### config.mk
export PLATFORM = sky130hd
export DESIGN_NAME = zqo_ctrl
export DESIGN_NICKNAME = d
export VERILOG_FILES = /design/src/hdl/zqo_pkg.sv /design/src/hdl/zqo_ctrl.sv
export VERILOG_INCLUDE_DIRS = /design/src /design/src/hdl
export SDC_FILE = /design/constraint.sdc
export NUM_CORES = 1
export LEC_CHECK = 0
export ABC_AREA = 1
export BUFFER_PORTS_ARGS = -buffer_cell sky130_fd_sc_hd__buf_2
export CAP_MARGIN = 0
export CORE_ASPECT_RATIO = 1.4
export CORE_UTILIZATION = 40
export CTS_CLUSTER_SIZE = 12
export DETAILED_ROUTE_END_ITERATION = 6
export GPL_ROUTABILITY_DRIVEN = 0
export PLACE_DENSITY = 0.67
export SYNTH_ARGS = -nofsm -noshare
export SYNTH_HDL_FRONTEND = slang
export SYNTH_SLANG_ARGS = --single-unit
### constraint.sdc
create_clock -name MCLK_I -period 4.25 [get_ports MCLK_I]
set_input_delay 1.0625 -clock MCLK_I [delete_from_list [all_inputs] [get_ports MCLK_I]]
set_output_delay 1.0625 -clock MCLK_I [all_outputs]
set_load 0.01 [all_outputs]
### src/hdl/zqo_defines.svh
`ifndef ZQO_DEFINES_SVH
`define ZQO_DEFINES_SVH

// ****************************************
// clock and analog timing
// ****************************************
`define ZQO_MCLK_PERIOD_PS 5000
`define ZQO_TAONPD_MIN_PS 2000
`define ZQO_TAONPD_MAX_PS 8500
// longest async delay rounds down, never below one cycle
`define ZQO_ASYNC_RAW (`ZQO_TAONPD_MAX_PS / `ZQO_MCLK_PERIOD_PS)
`define ZQO_ASYNC_DLY_CYC ((`ZQO_ASYNC_RAW < 1) ? 1 : `ZQO_ASYNC_RAW)

// ****************************************
// periods in link clock cycles
// ****************************************
`define ZQO_TZQINIT_NCK 10'h200
`define ZQO_TZQOPER_NCK 10'h100
`define ZQO_TZQCS_NCK 10'h040
`define ZQO_TXPDLL_NCK 5'h0A
`define ZQO_CNT_ONE 10'h001
`define ZQO_XP_ONE 5'h01

// ****************************************
// pin vector layout
// ****************************************
`define ZQO_PIN_W 14
`define ZQO_P_CK 0
`define ZQO_P_CKE 1
`define ZQO_P_ODT 2
`define ZQO_P_CSN 3
`define ZQO_P_RASN 4
`define ZQO_P_CASN 5
`define ZQO_P_WEN 6
`define ZQO_P_A10 7
`define ZQO_P_CMP 8
`define ZQO_P_A12 9
`define ZQO_P_WL_LO 10
`define ZQO_P_WL_HI 13

// ****************************************
// misc widths and values
// ****************************************
`define ZQO_CODE_W 6
`define ZQO_CODE_RST 6'h20
`define ZQO_CODE_MAX 6'h3F
`define ZQO_CODE_MIN 6'h00
`define ZQO_AGE_MAX 5'h1F
`define ZQO_PIPE_W 16
`define ZQO_WL_MIN_SYNC 4'h2
`define ZQO_WL_MIN_LOOK 4'h1

`endif

### src/hdl/zqo_pkg.sv
package zqo_pkg;

  typedef enum logic [2:0] {
    ZQ_IDLE = 3'h1,
    ZQ_CAL = 3'h2,
    ZQ_XFER = 3'h4
  } zqo_state_e;

  typedef logic [9:0] zqo_cnt_t;

endpackage : zqo_pkg

### src/hdl/zqo_ctrl.sv
`timescale 1ns/1ps
`default_nettype none
`include "zqo_defines.svh"

module zqo_ctrl (
  // clock and reset
  input wire logic MCLK_I,
  input wire logic RESETN_I,
  // link pins
  input wire logic CK_I,
  input wire logic CKE_I,
  input wire logic ODT_I,
  input wire logic CS_N_I,
  input wire logic RAS_N_I,
  input wire logic CAS_N_I,
  input wire logic WE_N_I,
  input wire logic A10_I,
  // configuration straps
  input wire logic MR0_A12_I,
  input wire logic [3:0] WL_I,
  // calibration comparator
  input wire logic ZQ_CMP_I,
  // termination
  output logic RTT_ON_O,
  output logic RTT_EITHER_O,
  // calibration status
  output logic ZQ_BUSY_O,
  output logic ZQ_CURRENT_EN_O,
  output logic [`ZQO_CODE_W-1:0] IMP_CODE_O,
  output logic IMP_UPDATE_O
);
  import zqo_pkg::*;

  // ****************************************
  // pin synchronisers
  // ****************************************
  logic [`ZQO_PIN_W-1:0] pin_raw;
  logic [`ZQO_PIN_W-1:0] pin_m;
  logic [`ZQO_PIN_W-1:0] pin_s;
  logic ck_d;

  assign pin_raw = {WL_I, MR0_A12_I, ZQ_CMP_I, A10_I, WE_N_I, CAS_N_I, RAS_N_I,
                    CS_N_I, ODT_I, CKE_I, CK_I};
  always_ff @(posedge MCLK_I) begin
    if (!RESETN_I) begin
      pin_m <= '0;
      pin_s <= '0;
      ck_d <= 1'b0;
    end else begin
      pin_m <= pin_raw;
      pin_s <= pin_m;
      ck_d <= pin_s[`ZQO_P_CK];
    end
  end

  logic ck_rise;
  logic cke_s;
  logic odt_s;
  logic cmp_s;
  logic dll_frozen;
  logic [3:0] wl;
  logic zq_cmd;
  logic zq_long;

  assign ck_rise = pin_s[`ZQO_P_CK] & ~ck_d;
  assign cke_s = pin_s[`ZQO_P_CKE];
  assign odt_s = pin_s[`ZQO_P_ODT];
  assign cmp_s = pin_s[`ZQO_P_CMP];
  assign dll_frozen = ~pin_s[`ZQO_P_A12];
  assign wl = pin_s[`ZQO_P_WL_HI:`ZQO_P_WL_LO];
  // cs low, ras high, cas high, we low; a10 picks long or short
  assign zq_cmd = ~pin_s[`ZQO_P_CSN] & pin_s[`ZQO_P_RASN] & pin_s[`ZQO_P_CASN]
                  & ~pin_s[`ZQO_P_WEN];
  assign zq_long = pin_s[`ZQO_P_A10];

  // ****************************************
  // power-down and odt tracking
  // ****************************************
  logic cke_reg;
  logic next_cke_reg;
  logic pd;
  logic next_pd;
  logic [4:0] xp_cnt;
  logic [4:0] next_xp_cnt;
  logic [4:0] odt_age;
  logic [4:0] next_odt_age;
  logic odt_reg;
  logic next_odt_reg;
  logic [`ZQO_PIPE_W-1:0] odt_pipe;
  logic [`ZQO_PIPE_W-1:0] next_odt_pipe;
  logic late_odt;
  logic next_late_odt;
  logic [3:0] tanpd;
  logic [3:0] odtl;

  // tANPD = WL - 1, in link cycles before the registering edge
  assign tanpd = (wl < `ZQO_WL_MIN_LOOK) ? 4'h0 : (wl - `ZQO_WL_MIN_LOOK);
  assign odtl = (wl < `ZQO_WL_MIN_SYNC) ? 4'h0 : (wl - `ZQO_WL_MIN_SYNC);

  always_comb begin
    next_cke_reg = cke_reg;
    next_pd = pd;
    next_xp_cnt = xp_cnt;
    next_odt_age = odt_age;
    next_odt_reg = odt_reg;
    next_odt_pipe = odt_pipe;
    next_late_odt = late_odt;
    if (ck_rise) begin
      next_cke_reg = cke_s;
      next_odt_reg = odt_s;
      next_odt_pipe = {odt_pipe[`ZQO_PIPE_W-2:0], odt_s};
      if (odt_s != odt_reg) begin
        next_odt_age = 5'h00;
      end else if (odt_age != `ZQO_AGE_MAX) begin
        next_odt_age = odt_age + `ZQO_XP_ONE;
      end
      if (xp_cnt != 5'h00) begin
        next_xp_cnt = xp_cnt - `ZQO_XP_ONE;
      end
      // entry: first cycle cke registered low, only with dll frozen and ZQ_BUSY_O low
      if (cke_reg && !cke_s && dll_frozen && !ZQ_BUSY_O) begin
        next_pd = 1'b1;
        // odt moved inside the entry lookback; keep flag up
        next_late_odt = ({1'b0, tanpd} > odt_age);
      end
      // exit: first cycle cke registered high opens the tXPDLL tail
      if (pd && !cke_reg && cke_s) begin
        next_pd = 1'b0;
        next_xp_cnt = `ZQO_TXPDLL_NCK;
        next_late_odt = 1'b0;
      end
    end
  end
  always_ff @(posedge MCLK_I) begin
    if (!RESETN_I) begin
      cke_reg <= 1'b0;
      pd <= 1'b0;
      xp_cnt <= 5'h00;
      odt_age <= `ZQO_AGE_MAX;
      odt_reg <= 1'b0;
      odt_pipe <= '0;
      late_odt <= 1'b0;
    end else begin
      cke_reg <= next_cke_reg;
      pd <= next_pd;
      xp_cnt <= next_xp_cnt;
      odt_age <= next_odt_age;
      odt_reg <= next_odt_reg;
      odt_pipe <= next_odt_pipe;
      late_odt <= next_late_odt;
    end
  end

  // ****************************************
  // termination response
  // ****************************************
  // one registered delay line serves both edges; analog spread stays in bounds
  logic [`ZQO_ASYNC_DLY_CYC-1:0] async_line;
  logic [`ZQO_ASYNC_DLY_CYC-1:0] next_async_line;
  logic either;
  logic next_rtt;

  // pre-exit part of the window lies in power-down, tail is xp_cnt
  assign either = pd | (xp_cnt != 5'h00) | late_odt;

  always_comb begin
    next_async_line = (`ZQO_ASYNC_DLY_CYC)'({async_line, odt_s});
    // in the window the async answer is used: it lands at the late bound, rounded down
    if (either) begin
      next_rtt = async_line[`ZQO_ASYNC_DLY_CYC-1];
    end else begin
      next_rtt = odt_pipe[odtl];
    end
  end
  always_ff @(posedge MCLK_I) begin
    if (!RESETN_I) begin
      async_line <= '0;
      RTT_ON_O <= 1'b0;
      RTT_EITHER_O <= 1'b0;
    end else begin
      async_line <= next_async_line;
      RTT_ON_O <= next_rtt;
      RTT_EITHER_O <= either;
    end
  end

  // ****************************************
  // calibration engine
  // ****************************************
  zqo_state_e state;
  zqo_state_e next_state;
  zqo_cnt_t cal_cnt;
  zqo_cnt_t next_cal_cnt;
  logic done_long;
  logic next_done_long;
  logic [`ZQO_CODE_W-1:0] code;
  logic [`ZQO_CODE_W-1:0] next_code;
  logic [`ZQO_CODE_W-1:0] next_imp;
  logic next_upd;

  always_comb begin
    next_state = state;
    next_cal_cnt = cal_cnt;
    next_done_long = done_long;
    next_code = code;
    next_imp = IMP_CODE_O;
    next_upd = 1'b0;
    case (state)
      ZQ_IDLE: begin
        // only an explicit command starts a run, never self-refresh exit
        if (ck_rise && cke_s && zq_cmd) begin
          next_state = ZQ_CAL;
          if (!zq_long) begin
            next_cal_cnt = `ZQO_TZQCS_NCK;
          end else if (!done_long) begin
            next_cal_cnt = `ZQO_TZQINIT_NCK;
            next_done_long = 1'b1;
          end else begin
            next_cal_cnt = `ZQO_TZQOPER_NCK;
          end
        end
      end
      ZQ_CAL: begin
        // one code step per link cycle: 64 steps cover the whole range
        if (ck_rise) begin
          if (cmp_s && code != `ZQO_CODE_MAX) begin
            next_code = code + 6'h01;
          end else if (!cmp_s && code != `ZQO_CODE_MIN) begin
            next_code = code - 6'h01;
          end
          // leaves one cycle early so the transfer lands inside the period
          if (cal_cnt <= `ZQO_CNT_ONE) begin
            next_state = ZQ_XFER;
          end else begin
            next_cal_cnt = cal_cnt - `ZQO_CNT_ONE;
          end
        end
      end
      ZQ_XFER: begin
        next_imp = code;
        next_upd = 1'b1;
        next_cal_cnt = '0;
        next_state = ZQ_IDLE;
      end
      default: begin
        next_state = ZQ_IDLE;
      end
    endcase
  end
  always_ff @(posedge MCLK_I) begin
    if (!RESETN_I) begin
      state <= ZQ_IDLE;
      cal_cnt <= '0;
      done_long <= 1'b0;
      code <= `ZQO_CODE_RST;
      IMP_CODE_O <= `ZQO_CODE_RST;
      IMP_UPDATE_O <= 1'b0;
      ZQ_BUSY_O <= 1'b0;
      ZQ_CURRENT_EN_O <= 1'b0;
    end else begin
      state <= next_state;
      cal_cnt <= next_cal_cnt;
      done_long <= next_done_long;
      code <= next_code;
      IMP_CODE_O <= next_imp;
      IMP_UPDATE_O <= next_upd;
      ZQ_BUSY_O <= (next_state != ZQ_IDLE);
      // current path only while the comparator is in use
      ZQ_CURRENT_EN_O <= (next_state == ZQ_CAL);
    end
  end

endmodule : zqo_ctrl

`default_nettype wire

======== After elaboration in Yosys (flattened, before gate mapping) ========
Cells that the tools add are included.
Widths: inputs -> output; s select.
cells by class
  order comparisons ....................... 5
  muxes and demuxes ....................... 26
  reduce and logical (&&, ||, !) cells .... 26
  bitwise logic cells ..................... 10
  add/sub/neg operators ................... 7
  equal/unequal tests ..................... 11
operators with widths
  cell                   number
  $mux 10                5
  $pmux 10 s3            1
  $mux 5                 4
  $mux 6                 2
  $le 10x1->1 const B    1
  $sub 10x1->10 const B  1
  $logic_and 1x1->1      9
  $mux 3                 3
  $mux 4                 2
  $reduce_bool 2->1      4
  $mux 1                 7
  $add 6x1->6 const B    1
  $eq 3x2->1 const B     2
  $ne 2x2->1 const B     3
  $ne 6x6->1 const B     1
  $pmux 3 s2             1
  $reduce_and 2->1       3
  $reduce_and 3->1       2
  $reduce_bool 6->1      1
  $sub 6x1->6 const B    1
  $add 5x1->5 const B    1
  $gt 4x5->1             1
  $lt 4x5->1 const B     1
  $ne 5x5->1 const B     1
  other kinds (17)       27
word-level totals
  output and inout bits ................... 11
  logic and storage cells ................. 106
  register bits ........................... 91
  input bits .............................. 16

======== Longest topological paths before layout ========
  depth after elaboration ................. 8
  depth in mapped cells ................... 12

======== Worst setup path after synthesis ========
OpenSTA, ideal clock, no wires.
  path kind ............................... input-to-reg
  start point ............................. input port RESETN_I
  end point ............................... register pin_m[0]
  arrival time ............................ 1.858 ns
  buffers on the path ..................... 3
  path slack .............................. 2.335 ns
  required time ........................... 4.193 ns
  setup time .............................. 0.057 ns
  stages on the path ...................... 5
  cell sequence ........................... clkbuf_1 -> clkbuf_1 -> clkbuf_1 -> nand2_1 -> inv_1
RTL lines
  item                  line            source
  from (decl)           zqo_ctrl.sv:8   input wire logic RESETN_I,
  to (signal assigned)  zqo_ctrl.sv:50  pin_m <= pin_raw;
  to (decl)             zqo_ctrl.sv:38  logic [`ZQO_PIN_W-1:0] pin_m;
No word-level cell between the ends.

======== Final worst setup path ========
  start point ............................. register code[0]
  end point ............................... register code[5]
on the way
  longest elaborated chain between the ends .. 4
RTL lines
  item                                                                 line             source
  from (decl)                                                          zqo_ctrl.sv:196  logic [`ZQO_CODE_W-1:0] code;
  from (signal assigned)                                               zqo_ctrl.sv:255  code <= `ZQO_CODE_RST;
  from (signal assigned)                                               zqo_ctrl.sv:264  code <= next_code;
  parallel branches: the longest is 4 deep, another holds $sub 6x1->6  -
Several ways; the timed one is not identified. The select of a mux whose other input is x is not followed.
A chain may end at the register's enable or synchronous reset.

==> impl_results.md <==
* Run status: finished clean
* Synth area leaders: dfxtp_1 (44%), nand2_1 (8.7%), inv_1 (7.7%)
* Maximum vdd ir drop at 0.000233 V
* Peak Freq at 465 MHz
* Cell variety after synth at 39
* Crit path required time at 4.44 ns
* Clock root cell: clkbuf_16
* TritonCTS clock tree: built
* Bufs on Longest Clock Path at 2
* X dimension of the die at 87.8 µm
* Clk slew on worst S/H paths at 0.06 ns
* Number of flip-flops under the largest register name at 16
* Remaining global-route overflow at 0
* First drt pass iteration count at 4
* Clock share of power at 0.453
* Core outline area at 9950 µm²
* Ratio of routed vias to standard cells at 4.73
* Synthesized area per cell at 7.52 µm²
* Number of design rule violations left after detail routing at 0
* Pwr/cell area at 388 nW/µm²
* Cts repair resizes at 0
* Max-cap violations at 0
* Die height at 122 µm
* Post CTS Setup Buffer Count at 0
* Post-layout nets at 605
* Least-Margin Pin Slew at 0.654 ns
* Count of final setup violators at 0
* DPL Wire Length at between 5000 and 6000 µm
* Starting Density at 0.414
* Total leakage power at approximately 2.4 nW
* Total power after layout at between 1.5 and 2 mW
* Share of cells above drive strength 1 at 0.130
* Sequential element share of the synthesized area at 0.437
* Wire length of the first global-routing pass at approximately 13000 µm
* Setup total negative slack at 0 ns
* Area growth from synthesis to layout at 13.6%
* Crit path launch type: register
* #FFs+latches synth at 90
* Worst slew margin relative to its limit at 0.564
* Routed Antenna Nets at 0
* H-Tree Level Count at 3
* Count of input and output buffers at 26
* Share of async-settable or async-resettable flops after synthesis at 0
* Sw frac at 0.212
* Arr. time, crit path at 2.34 ns
* Number of diodes added for antenna fixing at 0
* Sink count of the clock tree at 90
* Final worst-path setup slack at 2.10 ns
* Top Ports at 27
* Area of the die at approximately 11000 µm²
* Nets in the synthesized netlist at 582
* Internal power consumption at approximately 1.4 mW
* Comb pwr share at 0.062
* Unrepaired setup endpoints after global routing: false
* Fraction of power consumed by sequential logic at 0.485
* Share of Yosys cell area claimed by the top area cell type at 0.437
* Total detailed-routing wirelength at 7560 µm
* Number of warnings printed during yosys synthesis at 0
* Number of cells after detailed placement at 695
* Maximum fanout along the worst path at 7
* Post-layout minimum cycle time at 2.15 ns
* Via count of the first global-routing pass at roughly 3100
* Register with the most flip-flops: odt_pipe
* Cell type contributing the most total cell area after synthesis: dfxtp_1
* Critical path cell sequence: nand2_1 -> nor2_1 -> nand3_1 -> nand2_1 -> ha_1 -> a21oi_1 -> o211ai_1 -> and2_1 -> o21ai_0 -> nand3_1
* Post-DP Area at between 4000 and 5000 µm²
* Tot GR Track Use at 0.157
* Fin. Hold Viols at 0
* Largest registers: odt_pipe: 16 flops, pin_m: 14 flops, pin_s: 14 flops
* Final worst path period share at 0.506
* Pins Over Slew Limit at 0
* Setup clock skew after layout at 0.00756 ns
* Worst setup EP type: register
* TritonCTS buffer count at 9
* Power spent charging and discharging nets at 0.386 mW
* Maximum number of pins on one net before global-route repair at 69
* Post-synthesis instance total at 548
* Floorplan row count at between 40 and 50
* Count of vias placed by the detailed router at 3361
* # hold bufs at CTS at 0
* CP max-delay cell: dfxtp_1
* Cell area after layout at 4680 µm²
* Setup CP Type: reg2reg
* Max stage delay on crit path at 0.46 ns
* Number of antenna violations at the first check in global routing at 0
* Worst hold-check path type: reg2reg
* Post-Place Worst Slack at 2.14 ns
* Cell area after technology mapping at approximately 4100 µm²
* Number of synthesized flops with an enable pin at 0
* Top_reg_cell synth: dfxtp_1
* Post-layout instance count excluding filler cells at 711
* Detailed-route wire length per cell at 10.6 µm
* Drt first-iter violations at 135
* Clk_lat worst skew at about 0.34 ns
[cell type report]
type / instances / area (µm²)
flip-flops and latches: 90 / 1800
inverters: 91 / 349
well taps: 135 / 169
multi-input cells: 352 / 1900
fillers: 965 / 5270
clock buffers: 15 / 288
clock inverters: 1 / 30.0
repair buffers: 27 / 138
[Yosys cell counts, drive strengths merged, types with 2 or more instances]
| library cell | number |
|---|---|
| a21oi | 45 |
| xor2 | 7 |
| nand3 | 31 |
| o21ai | 43 |
| o211ai | 6 |
| nor2 | 63 |
| buf | 7 |
| xnor2 | 2 |
| nand2 | 107 |
| nor3 | 9 |
| ha | 17 |
| dfxtp | 90 |
| nand4 | 5 |
| nand3b | 7 |
| clkbuf | 8 |
| a31oi | 2 |
| inv | 91 |
[kinds of logic after synthesis]
family                   count (synthesis)  synth area share
AND/OR/NAND/NOR                        226             0.254
XOR/XNOR                                 9            0.0191
buffers and inverters                  106             0.101
flip-flops                              90             0.437
AO/OA/AOI/OAI                           98             0.130
adder cells (fa/ha/maj)                 18            0.0565
multiplexers                             1           0.00243
[critical path, delay by kind of cell (launching register included)]
kind            cells  cell delay (ns)
compound gates      3             0.47
simple gates        6             0.74
flops               1             0.46
fa+ha+maj           1             0.34
[cells in the final DEF, fill, tap and decap left out, types with 7 or more instances in the layout]
cell,count
buf_2,26
a21oi_1,40
nand2_1,95
dfxtp_1,90
ha_1,17
nand2_2,8
o21ai_0,39
nand3_1,27
clkbuf_16,9
xor2_1,7
inv_1,84
nor3_1,7
nand3b_1,7
nor2_1,61
[power groups by stage]
| stage | sequential, mW | combinational [mW] | clock (mW) |
|---|---|---|---|
| finish | 0.882 | 0.113 | 0.823 |
| global placement | 0.900 | 0.110 | 0 |
| CTS | 0.882 | 0.115 | 0.843 |
| floorplan | 0.897 | 0.0884 | 0 |
| global route | 0.884 | 0.132 | 0.878 |
| detailed placement | 0.900 | 0.114 | 0 |
[per-layer routing]
metal / track usage / share of wire / up-vias / wire, µm
li1: - / - / 1783 / -
met5: 0 / 0 / - / 0
met3: 0.0366 / 0.031 / 14 / 233
met1: 0.181 / 0.45 / 1518 / 3410
met4: 0.0748 / 0.022 / 0 / 170
met2: 0.269 / 0.50 / 46 / 3750
[through the flow]
stage               utilization  hold WS [ns]
finish                    0.470         0.409
global route              0.470         0.432
CTS                       0.470         0.410
detailed placement        0.438         0.397
global placement          0.438         0.391
floorplan                     -         0.390
[final timing paths]
kind | depth (start not counted) | end | start | slack [ns]
setup / recovery | 10 | code[5] | code[0] | 2.10
setup reg to reg | 10 | code[5] | code[0] | 2.10
hold / removal | 2 | pin_s[13] | pin_m[13] | 0.41
hold reg to reg | 2 | pin_s[13] | pin_m[13] | 0.41
Note: power is estimated with default switching activity, not from simulation.
